$ cat src/shared/fdm_defines.svh
/*
  Holds the offsets, field positions, reset values and fixed read patterns of
  the drive and motor control block.
  Assumes it is included by its bare name from every file that needs it.
*/
`ifndef FDM_DEFINES_SVH
`define FDM_DEFINES_SVH

`define FDM_ADDR_W 3
`define FDM_OFF_SRB 3'h1
`define FDM_OFF_DOR 3'h2
`define FDM_OFF_TDR 3'h3
`define FDM_DOR_RST 8'h00
`define FDM_TDR_RST 4'h0
`define FDM_DOR_SEL0 0
`define FDM_DOR_SEL1 1
`define FDM_DOR_NRST 2
`define FDM_DOR_DMA 3
`define FDM_DOR_MOT 4
`define FDM_SRB_MOT0 0
`define FDM_SRB_MOT1 1
`define FDM_SRB_WRITE_GATE_N 2
`define FDM_SRB_RDATA 3
`define FDM_SRB_WDATA 4
`define FDM_SRB_DSEL 5
`define FDM_TOP_ONES 2'h3
`define FDM_XCHG_NONE 2'h0
`define FDM_XCHG_01 2'h1
`define FDM_XCHG_02 2'h2

`endif

$ cat src/shared/fdm_pkg.sv
/*
  Holds the types shared by the drive and motor control block.
  Assumes nothing of its surroundings beyond a SystemVerilog compiler.
*/
`default_nettype none

package fdm_pkg;

  // Host bus access phase; idle to write and idle to read each flip one bit.
  typedef enum logic [1:0]
  {
    FDM_BUS_IDLE = 2'h0,
    FDM_BUS_WR = 2'h1,
    FDM_BUS_RD = 2'h2
  } fdm_bus_t;

endpackage

`default_nettype wire

$ cat src/rtl/fdm_top.sv
/*
  Holds the drive and motor control register, the diagnostic status
  register and the drive type register of the floppy controller, with the
  decode of select and motor pins and the DMA gate.
  Assumes an ISA style I/O bus with active-low chip select, read and write
  strobes held for several clock cycles, mode straps from configuration
  logic on this clock, and write gate and write data from the command engine
  on this clock. Read data comes from the drive pin.
*/
`default_nettype none
`include "fdm_defines.svh"

module fdm_top (
  input wire logic clk,
  input wire logic rst_b,
  input wire logic cs_n,
  input wire logic ior_n,
  input wire logic iow_n,
  input wire logic [2:0] addr,
  input wire logic [7:0] data_in,
  output logic [7:0] data_out_ff,
  output logic data_oe_n_ff,
  input wire logic fdc_enable,
  input wire logic four_drive,
  input wire logic alt_mode,
  input wire logic enh_tdr,
  input wire logic [3:0] drive_id,
  input wire logic write_gate_n,
  input wire logic wdata_n,
  input wire logic rdata_n,
  output logic drive_sel_pin_lo,
  output logic drive_sel_pin_hi,
  output logic motor_zero_n,
  output logic motor_one_n,
  output logic ctrl_soft_reset_ff,
  output logic dma_enable_ff
);

  // ************************************************************
  // Pin synchronisers
  // ************************************************************
  logic [14:0] bus_s;
  logic cs_n_s;
  logic ior_n_s;
  logic iow_n_s;
  logic [2:0] addr_s;
  logic [7:0] data_s;
  logic rdata_n_s;

  // Bus strobes, address, data and the read data pin cross on two stages.
  fdm_sync #(
    .W(15),
    .INIT(15'h7800)
  ) u_bus_sync (
    .clk(clk),
    .rst_b(rst_b),
    .din({rdata_n, cs_n, ior_n, iow_n, addr, data_in}),
    .dout(bus_s)
  );

  // Unpacks the synchronised group.
  assign rdata_n_s = bus_s[14];
  assign cs_n_s = bus_s[13];
  assign ior_n_s = bus_s[12];
  assign iow_n_s = bus_s[11];
  assign addr_s = bus_s[10:8];
  assign data_s = bus_s[7:0];

  // ************************************************************
  // Bus phase tracking
  // ************************************************************
  fdm_pkg::fdm_bus_t bus_ff;
  fdm_pkg::fdm_bus_t nxt_bus;
  logic [2:0] wr_addr_ff;
  logic [7:0] wr_data_ff;
  logic wr_commit;

  // Steps between idle, write and read as the strobes come and go.
  always_comb
  begin
    nxt_bus = bus_ff;
    unique case (bus_ff)
      fdm_pkg::FDM_BUS_IDLE:
      begin
        if (!cs_n_s && !iow_n_s)
          nxt_bus = fdm_pkg::FDM_BUS_WR;
        else if (!cs_n_s && !ior_n_s)
          nxt_bus = fdm_pkg::FDM_BUS_RD;
      end
      fdm_pkg::FDM_BUS_WR:
      begin
        if (iow_n_s)
          nxt_bus = fdm_pkg::FDM_BUS_IDLE;
      end
      fdm_pkg::FDM_BUS_RD:
      begin
        if (ior_n_s)
          nxt_bus = fdm_pkg::FDM_BUS_IDLE;
      end
      default:
        nxt_bus = fdm_pkg::FDM_BUS_IDLE;
    endcase
  end

  // Holds the bus phase.
  always_ff @(posedge clk or negedge rst_b)
  begin
    if (!rst_b)
      bus_ff <= fdm_pkg::FDM_BUS_IDLE;
    else
      bus_ff <= nxt_bus;
  end

  // Captures address at the start of a write and data through its end.
  always_ff @(posedge clk or negedge rst_b)
  begin
    if (!rst_b)
    begin
      wr_addr_ff <= 3'h0;
      wr_data_ff <= 8'h00;
    end
    else
    begin
      if (bus_ff == fdm_pkg::FDM_BUS_IDLE)
        wr_addr_ff <= addr_s;
      if (!iow_n_s)
        wr_data_ff <= data_s;
    end
  end

  // A write lands on the trailing edge of the strobe.
  assign wr_commit = (bus_ff == fdm_pkg::FDM_BUS_WR) && iow_n_s;

  // ************************************************************
  // Registers
  // ************************************************************
  logic [7:0] dor_ff;
  logic [3:0] tdr_ff;

  // write any time
  // Soft reset never touches this register, only the hardware reset.
  always_ff @(posedge clk or negedge rst_b)
  begin
    if (!rst_b)
      dor_ff <= `FDM_DOR_RST;
    else if (wr_commit && wr_addr_ff == `FDM_OFF_DOR)
      dor_ff <= wr_data_ff;
  end

  // drive type storage
  // Exchange bits are writable only in enhanced drive type mode.
  always_ff @(posedge clk or negedge rst_b)
  begin
    if (!rst_b)
      tdr_ff <= `FDM_TDR_RST;
    else if (wr_commit && wr_addr_ff == `FDM_OFF_TDR)
    begin
      tdr_ff[1:0] <= wr_data_ff[1:0];
      if (enh_tdr)
        tdr_ff[3:2] <= wr_data_ff[3:2];
    end
  end

  // ************************************************************
  // Drive and motor decode
  // ************************************************************
  logic [1:0] sel;
  logic [1:0] xchg;
  logic [1:0] phys_sel;
  logic [1:0] log_of0;
  logic [1:0] log_of1;
  logic [3:0] mot;
  logic wr_pulse;
  logic nxt_sel_lo;
  logic nxt_sel_hi;
  logic nxt_mot0_n;
  logic nxt_mot1_n;

  // Maps a drive number through the exchange; each swap is its own inverse.
  function automatic logic [1:0] fdm_map(input logic [1:0] d, input logic [1:0] x);
    logic [1:0] r;
    r = d;
    if (x == `FDM_XCHG_01 && d[1] == 1'b0)
      r = {1'b0, ~d[0]};
    else if (x == `FDM_XCHG_02 && d[0] == 1'b0)
      r = {~d[1], 1'b0};
    return r;
  endfunction

  assign sel = dor_ff[`FDM_DOR_SEL1:`FDM_DOR_SEL0];
  assign mot = dor_ff[`FDM_DOR_MOT+3:`FDM_DOR_MOT];
  assign xchg = (four_drive || !enh_tdr) ? `FDM_XCHG_NONE : tdr_ff[3:2];
  assign phys_sel = fdm_map(sel, xchg);
  assign log_of0 = fdm_map(2'h0, xchg);
  assign log_of1 = fdm_map(2'h1, xchg);
  assign wr_pulse = (bus_ff == fdm_pkg::FDM_BUS_WR) && !iow_n_s && wr_addr_ff == `FDM_OFF_DOR;

  // Works out the next level of every drive and motor pin.
  always_comb
  begin
    nxt_sel_lo = 1'b1;
    nxt_sel_hi = 1'b1;
    nxt_mot0_n = 1'b1;
    nxt_mot1_n = 1'b1;
    if (fdc_enable && four_drive)
    begin
      nxt_sel_lo = sel[0];
      nxt_sel_hi = sel[1];
      nxt_mot0_n = ~mot[sel];
      nxt_mot1_n = wr_pulse; // High only while a control write is held.
    end
    else if (fdc_enable)
    begin
      nxt_sel_lo = (phys_sel != 2'h0);
      nxt_sel_hi = (phys_sel != 2'h1);
      nxt_mot0_n = ~mot[log_of0];
      nxt_mot1_n = ~mot[log_of1];
    end
  end

  // Drives the pins from flip-flops; all inactive through reset.
  always_ff @(posedge clk or negedge rst_b)
  begin
    if (!rst_b)
    begin
      drive_sel_pin_lo <= 1'b1;
      drive_sel_pin_hi <= 1'b1;
      motor_zero_n <= 1'b1;
      motor_one_n <= 1'b1;
    end
    else
    begin
      drive_sel_pin_lo <= nxt_sel_lo;
      drive_sel_pin_hi <= nxt_sel_hi;
      motor_zero_n <= nxt_mot0_n;
      motor_one_n <= nxt_mot1_n;
    end
  end

  // ************************************************************
  // Soft reset and DMA gate
  // ************************************************************
  // soft reset level
  // The command engine reloads its parameters while this is high.
  always_ff @(posedge clk or negedge rst_b)
  begin
    if (!rst_b)
      ctrl_soft_reset_ff <= 1'b1;
    else
      ctrl_soft_reset_ff <= ~dor_ff[`FDM_DOR_NRST];
  end

  always_ff @(posedge clk or negedge rst_b)
  begin
    if (!rst_b)
      dma_enable_ff <= 1'b0;
    else
      dma_enable_ff <= alt_mode | dor_ff[`FDM_DOR_DMA];
  end

  // ************************************************************
  // Diagnostic status
  // ************************************************************
  logic write_gate_n_ff;
  logic rdata_par;
  logic wdata_par;
  logic [7:0] diag_status_b;
  logic [7:0] tdr_rd;
  logic [1:0] id_sel;

  always_ff @(posedge clk or negedge rst_b)
  begin
    if (!rst_b)
      write_gate_n_ff <= 1'b0;
    else
      write_gate_n_ff <= ~write_gate_n;
  end

  fdm_parity u_rdata_par (
    .clk(clk),
    .rst_b(rst_b),
    .sig_n(rdata_n_s),
    .parity_ff(rdata_par)
  );

  fdm_parity u_wdata_par (
    .clk(clk),
    .rst_b(rst_b),
    .sig_n(wdata_n),
    .parity_ff(wdata_par)
  );

  // Assembles the status byte from live state.
  always_comb
  begin
    diag_status_b = 8'h00;
    diag_status_b[7:6] = `FDM_TOP_ONES;
    diag_status_b[`FDM_SRB_DSEL] = dor_ff[`FDM_DOR_SEL0];
    diag_status_b[`FDM_SRB_WDATA] = wdata_par;
    diag_status_b[`FDM_SRB_RDATA] = rdata_par;
    diag_status_b[`FDM_SRB_WRITE_GATE_N] = write_gate_n_ff;
    diag_status_b[`FDM_SRB_MOT1] = ~motor_one_n;
    diag_status_b[`FDM_SRB_MOT0] = ~motor_zero_n;
  end

  // Drive identity follows the selected drive zero or one.
  assign id_sel = (sel == 2'h0) ? drive_id[1:0] : ((sel == 2'h1) ? drive_id[3:2] : 2'h0);
  assign tdr_rd = enh_tdr ? {`FDM_TOP_ONES, id_sel, tdr_ff} : {6'h00, tdr_ff[1:0]};

  // ************************************************************
  // Read data path
  // ************************************************************
  // Presents the control or drive type register, or in alternate mode the status register, while a read strobe is held.
  always_ff @(posedge clk or negedge rst_b)
  begin
    if (!rst_b)
    begin
      data_out_ff <= 8'h00;
      data_oe_n_ff <= 1'b1;
    end
    else if (nxt_bus == fdm_pkg::FDM_BUS_RD && bus_ff == fdm_pkg::FDM_BUS_IDLE)
    begin
      data_oe_n_ff <= 1'b1;
      unique case (addr_s)
        `FDM_OFF_DOR:
        begin
          data_out_ff <= dor_ff;
          data_oe_n_ff <= 1'b0;
        end
        `FDM_OFF_TDR:
        begin
          data_out_ff <= tdr_rd;
          data_oe_n_ff <= 1'b0;
        end
        `FDM_OFF_SRB:
        begin
          data_out_ff <= diag_status_b;
          data_oe_n_ff <= ~alt_mode;
        end
        default:
          data_out_ff <= 8'h00;
      endcase
    end
    else if (nxt_bus != fdm_pkg::FDM_BUS_RD)
      data_oe_n_ff <= 1'b1;
  end

endmodule

`default_nettype wire

$ cat src/rtl/fdm_sync.sv
/*
  Holds a two flip-flop synchroniser for a group of pin inputs.
  Assumes each bit is a level from outside the clock domain.
*/
`default_nettype none

module fdm_sync #(
  parameter int W = 1,
  parameter logic [W-1:0] INIT = '0
) (
  input wire logic clk,
  input wire logic rst_b,
  input wire logic [W-1:0] din,
  output logic [W-1:0] dout
);

  logic [W-1:0] meta_ff;

  // ************************************************************
  // Per-bit two stage synchroniser
  // ************************************************************
  genvar gi;
  generate
    for (gi = 0; gi < W; gi++)
    begin : g_bit
      // The first stage is read only by the second.
      always_ff @(posedge clk or negedge rst_b)
      begin
        if (!rst_b)
        begin
          meta_ff[gi] <= INIT[gi];
          dout[gi] <= INIT[gi];
        end
        else
        begin
          meta_ff[gi] <= din[gi];
          dout[gi] <= meta_ff[gi];
        end
      end
    end
  endgenerate

endmodule

`default_nettype wire

$ cat src/rtl/fdm_parity.sv
/*
  Holds a parity flag that changes state on each rising edge of a signal.
  Assumes the input is already in the clock domain and active low, so the
  rising edge is its inactive edge.
*/
`default_nettype none

module fdm_parity (
  input wire logic clk,
  input wire logic rst_b,
  input wire logic sig_n,
  output logic parity_ff
);

  logic prev_ff;

  // Remembers the last level to find the inactive edge.
  always_ff @(posedge clk or negedge rst_b)
  begin
    if (!rst_b)
      prev_ff <= 1'b1;
    else
      prev_ff <= sig_n;
  end

  // Flips the flag on each low to high transition; hardware reset clears it.
  always_ff @(posedge clk or negedge rst_b)
  begin
    if (!rst_b)
      parity_ff <= 1'b0;
    else if (sig_n && !prev_ff)
      parity_ff <= ~parity_ff;
  end

endmodule

`default_nettype wire

$ cat config.mk
export PLATFORM = sky130hd
export DESIGN_NAME = fdm_top
export DESIGN_NICKNAME = d
export VERILOG_FILES = /design/src/shared/fdm_pkg.sv /design/src/rtl/fdm_top.sv /design/src/rtl/fdm_sync.sv /design/src/rtl/fdm_parity.sv
export VERILOG_INCLUDE_DIRS = /design/src /design/src/shared
export SDC_FILE = /design/constraint.sdc
export NUM_CORES = 1
export LEC_CHECK = 0
export ABC_CLOCK_PERIOD_IN_PS = 1450
export BUFFER_PORTS_ARGS = -buffer_cell sky130_fd_sc_hd__buf_4
export CORE_MARGIN = 3
export CORE_UTILIZATION = 50
export DETAILED_ROUTE_END_ITERATION = 10
export PLACE_DENSITY = 0.74
export SLEW_MARGIN = 20
export SYNTH_ARGS = -nofsm -noshare
export SYNTH_HDL_FRONTEND = slang
export SYNTH_SLANG_ARGS = --single-unit
$ cat constraint.sdc
create_clock -name clk -period 1.45 [get_ports clk]
set_clock_uncertainty 0.2 [all_clocks]
set_input_delay 0.0725 -clock clk [delete_from_list [all_inputs] [get_ports clk]]
set_output_delay 0.0725 -clock clk [all_outputs]
set_load 0.01 [all_outputs]
==> run metrics, run 1 <==
Via-to-Cell Ratio 5.19; share of the yosys chip area belonging to registers 66.7%; PortBufs 41; vertical die dimension 81.4 um; final core utilization 76.1%; critical path arrival 1570 ps; Relative slew margins 79.6%; global-route wire length before repair 9200 um; EDFF count, synth 0; Final HPWL DP 3790 um; Post-Route WL 5970 um; result of the run finished, violations left; RSZ-0062 raised after global routing true; number of max-cap violations 0; areal power density over the cells 1370 mW/mm2; Antenna Nets Post-Route 0; required time of the worst setup path 1510 ps; Antenna Cells 0; Layout Area Growth over Synthesis 41.9%; Post-Synth Simple-Gate Area 11.2%; Net Count, Synth 231; Syn Inst Count 204; violations in the final reports hold timing, setup timing; pins over their slew limit 0; Core Box Area 0.00530 mm2; maximum vdd ir drop 0.844 mV; clk sink count 75; number of global-route vias before repair 1983; CP max FO 5; All-Layer GR Usage 19.0%; yosys warns 0; post-synthesis adder-cell area fraction 0%; number of rows in the core area 26; Worst-path clk slew 70 ps; Final Hold Fails 15; multiplexer fraction of the synthesized cell area 11.8%; detailed router's first-iteration violation count 67; cts bufs inserted 9; parity-gate share of the synthesized area counting xor and xnor cells 0.924%; share of post-route cells with drive strength above 1 53.5%; horizontal extent of the die 81.4 um; clock latency on the worst-skew pair 340 ps; dominant combinational cell family by area after synthesis multiplexers; cell type of the slowest stage on the worst timing path mux4_2; number of buffers inserted for hold repair after clock tree synthesis 24; net total in the final layout 325; buffers plus inverters on the worst setup path 1; maximum buffer depth of the clock tree 2; clock root buffer clkbuf_8; final critical-path share of the clock period 104%; Primary FF master, synth dfrtp_1; syn avg cell area 13.9 um2; number of primary I/O pins 42; antenna violations before repair 0; class of the tightest hold or removal check primary input to asynchronous set/reset pin; hold slack -30.0 ps; Final Wtd Congestion 0.799; DRC errors left 0; Synth cell types 36; initial core utilization 53.6%; Post-Synthesis Cell Area 0.00284 mm2; number of endpoints failing setup at the final stage 22; smallest setup slack after layout -64.4 ps; die footprint 0.00663 mm2; GRT overflow 0; proportion of register bits with asynchronous set or reset after synthesis 100%; number of synthesized register bits 75; 1st-pass router iterations 4; H-Tree Depth 3; critical path's largest stage delay 500 ps; shortest period the worst path allows 1510 ps; average wire per standard cell 16.0 um; clock tree from TritonCTS built; maximum operating frequency 0.660 GHz; Compound-Gate Fraction of Synth Area 6.95%; category of the worst setup path capture point flip-flop; Leak 1.78 nW; Critical Path, Cell by Cell buf_4 -> mux4_2 -> a32oi_2; non-filler instance count after layout 373; critical path startpoint category flip-flop; type of the setup path with the least slack flip-flop to flip-flop; top cell family by delay on the critical path multiplexers; Placed Cells incl. Taps 329; Worst Max-Slew Pin Slew 303 ps; largest net degree at the start of global routing 31; total via count after detailed routing 1937
-- registers in the layout (all words and copies together), names as in the netlist --
register	count
drive_sel_pin_lo	1
dma_enable_ff	1
data_oe_n_ff	1
data_out_ff	8
motor_zero_n	1
dor_ff	8
motor_one_n	1
bus_ff	2
write_gate_n_ff	1
ctrl_soft_reset_ff	1
u_bus_sync.dout	15
drive_sel_pin_hi	1
u_rdata_par.parity_ff	1
tdr_ff	4
u_wdata_par.parity_ff	1
u_rdata_par.prev_ff	1
u_wdata_par.prev_ff	1
wr_addr_ff	3
wr_data_ff	8
u_bus_sync.meta_ff	15
-- stage by stage --
| step | setup WS, ps | cell area (um2) | setup TNS [ps] | total power [mW] | hold slack [ps] |
|---|---|---|---|---|---|
| after CTS | -65.2 | 3900 | -756 | 5.43 | -42.5 |
| after detailed placement | -89.7 | 3400 | -943 | 3.75 | -213 |
| after global routing | -115 | 4040 | -1760 | 5.81 | -18.8 |
| final | -64.4 | 4040 | -797 | 5.53 | -30.0 |
| after global placement | -27.9 | 3400 | -220 | 3.70 | -221 |
| after floorplan | -2.55 | 2850 | -20.4 | 3.22 | -423 |
-- power breakdown --
part,internal [mW],switching [mW]
registers,2.45,0.262
logic,0.727,0.511
clock network,0.841,0.742
total,4.02,1.52
-- cell type report --
class	count	area (um2)
clock buffers	10	138
clock inverters	6	65.1
fillers	333	1270
inverters	8	30.0
multi-input cells	112	1010
flip-flops and latches	75	1900
well taps	70	87.6
repair buffers	92	802
-- layer usage --
layer | routed length, um | share of wire (%) | global-route usage [%] | vias up
li1 | - | - | - | 907
met1 | 2430 | 41 | 23.1 | 958
met2 | 3150 | 53 | 31.4 | 59
met3 | 256 | 4.3 | 3.95 | 13
met4 | 142 | 2.4 | 10.8 | 0
met5 | 0 | 0 | 0 | -
-- synth_stat cells, types with 2 or more instances --
library cell | n | area share, %
a31oi_1 | 2 | 0.44
nor2_1 | 4 | 0.53
nor4b_1 | 3 | 0.92
dfstp_2 | 16 | 15
o21ai_0 | 7 | 1.2
o31ai_1 | 3 | 0.79
nor2_2 | 2 | 0.44
nand3b_1 | 5 | 1.3
nor4bb_1 | 5 | 1.8
nand2b_1 | 4 | 0.88
nor3_1 | 2 | 0.35
a211oi_1 | 3 | 0.79
mux2_2 | 27 | 11
nand2_1 | 13 | 1.7
clkbuf_1 | 5 | 0.66
o21ai_1 | 2 | 0.35
nor2b_1 | 2 | 0.44
a21oi_1 | 12 | 2.1
dfrtp_1 | 59 | 52
xnor2_1 | 3 | 0.92
buf_2 | 3 | 0.53
inv_1 | 8 | 1.1
-- worst reg2reg max path, cell delays in order (launching register included) --
cell and delay [ps]:
dfrtp_2 420, buf_4 140, mux4_2 500, a32oi_2 190
-- cells by family (layout without fill, tap and decap cells) --
logic type                count (synthesis)  count (layout)
and+or+nand+nor                          47              47
xor gates and xnor gates                  3               3
buffers and inverters                    17             116
AOI/OAI and AO/OA                        33              33
muxes                                    29              29
DFF                                      75              75
-- placed cells by master (no fill, tap or decap), types with 2 or more instances in the layout --
| cell type | netlist | layout |
|---|---|---|
| a211oi_1 | 3 | 3 |
| a21oi_1 | 12 | 10 |
| a21oi_2 | 0 | 2 |
| a31oi_1 | 2 | 2 |
| buf_12 | 0 | 2 |
| buf_4 | 0 | 59 |
| buf_6 | 0 | 7 |
| clkbuf_8 | 0 | 10 |
| clkinv_2 | 0 | 2 |
| clkinv_4 | 0 | 2 |
| dfrtp_1 | 59 | 53 |
| dfrtp_2 | 0 | 6 |
| dfstp_2 | 16 | 16 |
| dlygate4sd3_1 | 0 | 24 |
| inv_1 | 8 | 8 |
| mux2_2 | 27 | 27 |
| nand2_1 | 13 | 6 |
| nand2_2 | 1 | 7 |
| nand2b_1 | 4 | 3 |
| nand3b_1 | 5 | 5 |
| nor2_1 | 4 | 2 |
| nor2_2 | 2 | 2 |
| nor2_4 | 1 | 3 |
| nor3_1 | 2 | 2 |
| nor4b_2 | 0 | 3 |
| nor4bb_1 | 5 | 4 |
| o21ai_0 | 7 | 2 |
| o21ai_1 | 2 | 7 |
| xnor2_1 | 3 | 3 |
-- path summary, 6_finish.rpt --
path,startpoint,to,slack [ps],cells after the start
worst max-delay path,dor_ff[1],motor_zero_n,-60,3
worst min-delay path,rst_b,u_bus_sync.meta_ff[2],-30,2
worst max register to register,dor_ff[1],motor_zero_n,-60,3
worst min register to register,u_bus_sync.meta_ff[10],u_bus_sync.dout[10],150,0
max in group asynchronous,rst_b,drive_sel_pin_hi,550,3
min in group clk,drive_id[1],data_out_ff[5],10,4
-- repair_timing --
| item | in CTS | in global routing |
|---|---|---|
| hold endpoints to repair | 102 | 15 |
| resized for setup | 13 | 32 |
| setup buffers | 2 | 2 |
| pin swaps | 6 | 4 |
| endpoints found under the setup margin | 22 | 33 |
Power figures use the tool's default switching activity.
==> inputs of run 2 (changes only) <==
Settings changed: RECOVER_POWER set to 100.
==> run metrics, run 2 (synthesized netlist as in run 1, its figures left out) <==
Layout Area Growth over Synthesis 39.3%; number of max-cap violations 0 (unchanged); result of the run finished, violations left; clock latency on the worst-skew pair 340 ps (about the same); worst hold path depth 4; launch instance of the worst min-delay path drive_id[1]; DRT met1 WL 2440 um (+0.58%); Worst Max-Slew Pin Slew 515 ps (+212 ps); All-Layer GR Usage 19.0% (unchanged); Relative slew margins 65.7% (-14 points); final critical-path share of the clock period 105% (+0.20 points); GRT overflow 0 (unchanged); average wire per standard cell 16.1 um (+0.25%); areal power density over the cells 1380 mW/mm2 (+0.45%); detailed router's first-iteration violation count 65 (-3.0%); Final Hold Fails 0 (-15); highest layer used for signal routing met4; Leak 1.72 nW (-3.6%); RSZ-0062 raised after global routing true; Antenna Cells 0 (unchanged); H-Tree Depth 3 (unchanged); cts bufs inserted 9 (unchanged); endpoint of the lowest-slack register-to-register path motor_zero_n; class of the tightest hold or removal check primary input to flip-flop; number of global-route vias before repair 1983 (unchanged); violations in the final reports setup timing; Worst-path clk slew 70 ps (about the same); die footprint 0.00663 mm2 (unchanged); clock tree from TritonCTS built; Via-to-Cell Ratio 5.20 (+0.15%); maximum buffer depth of the clock tree 2 (unchanged); Core Box Area 0.00530 mm2 (unchanged); PortBufs 41 (unchanged); antenna violations before repair 0 (unchanged); critical path startpoint category flip-flop; smallest setup slack after layout -67.3 ps (-2.90 ps); vertical die dimension 81.4 um (unchanged); pins over their slew limit 0 (unchanged); Antenna Nets Post-Route 0 (unchanged); number of buffers inserted for hold repair after clock tree synthesis 24 (unchanged); global-route wire length before repair 9200 um (unchanged); largest net degree at the start of global routing 31 (unchanged); Final Wtd Congestion 0.799 (unchanged); sink of the worst hold path data_out_ff[5]; most frequent cells in the layout 53 x dfrtp_1, 28 x buf_4, 27 x mux2_2, 24 x dlygate4sd3_1, 19 x clkbuf_4; horizontal extent of the die 81.4 um (unchanged); total via count after detailed routing 1940 (+0.15%); critical path arrival 1570 ps (about the same); clock root buffer clkbuf_8; net total in the final layout 325 (unchanged); initial core utilization 53.6% (unchanged); most common cell after layout, fill and taps aside dfrtp_1; number of rows in the core area 26 (unchanged); clk sink count 75 (unchanged); number of primary I/O pins 42 (unchanged); shortest period the worst path allows 1520 ps (+2.90 ps); Post-Route WL 5990 um (+0.25%); maximum vdd ir drop 0.843 mV (-0.17%); maximum operating frequency 0.659 GHz (-0.19%); post-route design area 0.00396 mm2 (-1.9%); pre-CTS setup slack -89.7 ps (unchanged); total length of routed met3 wires 273 um (+6.6%); wire length on met2 3130 um (-0.64%); Reg-to-Reg Start dor_ff[1]; top flop regs u_bus_sync.dout x15, u_bus_sync.meta_ff x15; required time of the worst setup path 1510 ps (about the same); type of the setup path with the least slack flip-flop to flip-flop; R2R cell count 3 (unchanged); category of the worst setup path capture point flip-flop; DRC errors left 0 (unchanged); number of endpoints failing setup at the final stage 22 (unchanged); Final HPWL DP 3790 um (unchanged); share of post-route cells with drive strength above 1 48.5% (-5.0 points); overall power of the completed layout 5.45 mW (-1.4%); area after detailed placement 0.00340 mm2 (unchanged); CP max FO 5 (unchanged); 1st-pass router iterations 4 (unchanged); flop-to-flop setup slack -70 ps (about the same)
## run 2: changes by cell type in the layout (fill, tap and decap cells not counted), sizes merged
| cell | before | now |
|---|---|---|
| buf | 68 | 35 |
| clkbuf | 10 | 43 |
## run 2: how the worst max path moves through the flow
stage,depth (start not counted),slack (ps),endpoint,start
4_1_cts,4,-70,dor_ff[3],wr_addr_ff[2]
3_3_place_gp,4,-30,dor_ff[4],wr_addr_ff[2]
3_5_place_dp,4,-90,dor_ff[7],wr_addr_ff[2]
5_1_grt,4,-120,tdr_ff[3],u_bus_sync.dout[11]
2_1_floorplan,4,-3,dor_ff[0],bus_ff[1]
6_report,3,-70,motor_zero_n,dor_ff[1]
## run 2: final cells by class
class / instances / area (um2)
clock buffer: 10 / 138
multi-input combinational: 112 / 1010
timing repair buffer: 92 / 727
inverter: 8 / 30.0
clock inverter: 6 / 65.1
tap: 70 / 87.6
sequential: 75 / 1900
fill: 342 / 1340
## run 2: stage by stage
step	utilization, %	TNS [ps]	hold slack [ps]	instances
CTS	73.6	-756	-42.5	371
finish	74.7	-784	6.52	373
floorplan	-	-20.4	-423	204
global placement	64.1	-220	-221	329
global route	74.7	-2360	24.5	373
detailed placement	64.1	-943	-213	329
## run 2: where the power goes
group / internal, mW / total [mW] / switching (mW)
Combinational: 0.655 / 1.17 / 0.512
Clock: 0.841 / 1.58 / 0.742
Sequential: 2.45 / 2.71 / 0.259
## run 2: layer usage
metal | GRT usage [%] | vias up
li1 | - | 911
met1 | 23.1 | 957
met2 | 31.4 | 59
met3 | 3.95 | 13
met4 | 10.8 | 0
met5 | 0 | -
## run 2: what timing repair did
action,in CTS,in global routing
gates resized for setup,13,32
buffers inserted,2,2
hold endpoints to repair,102,15
pin swaps,6,4
endpoints found under the setup margin,22,33
## run 2: worst max-delay path, cell delays in order, from the launching register on
cell and delay, ps:
dfrtp_2 420, buf_4 140, mux4_2 500, a32oi_2 190
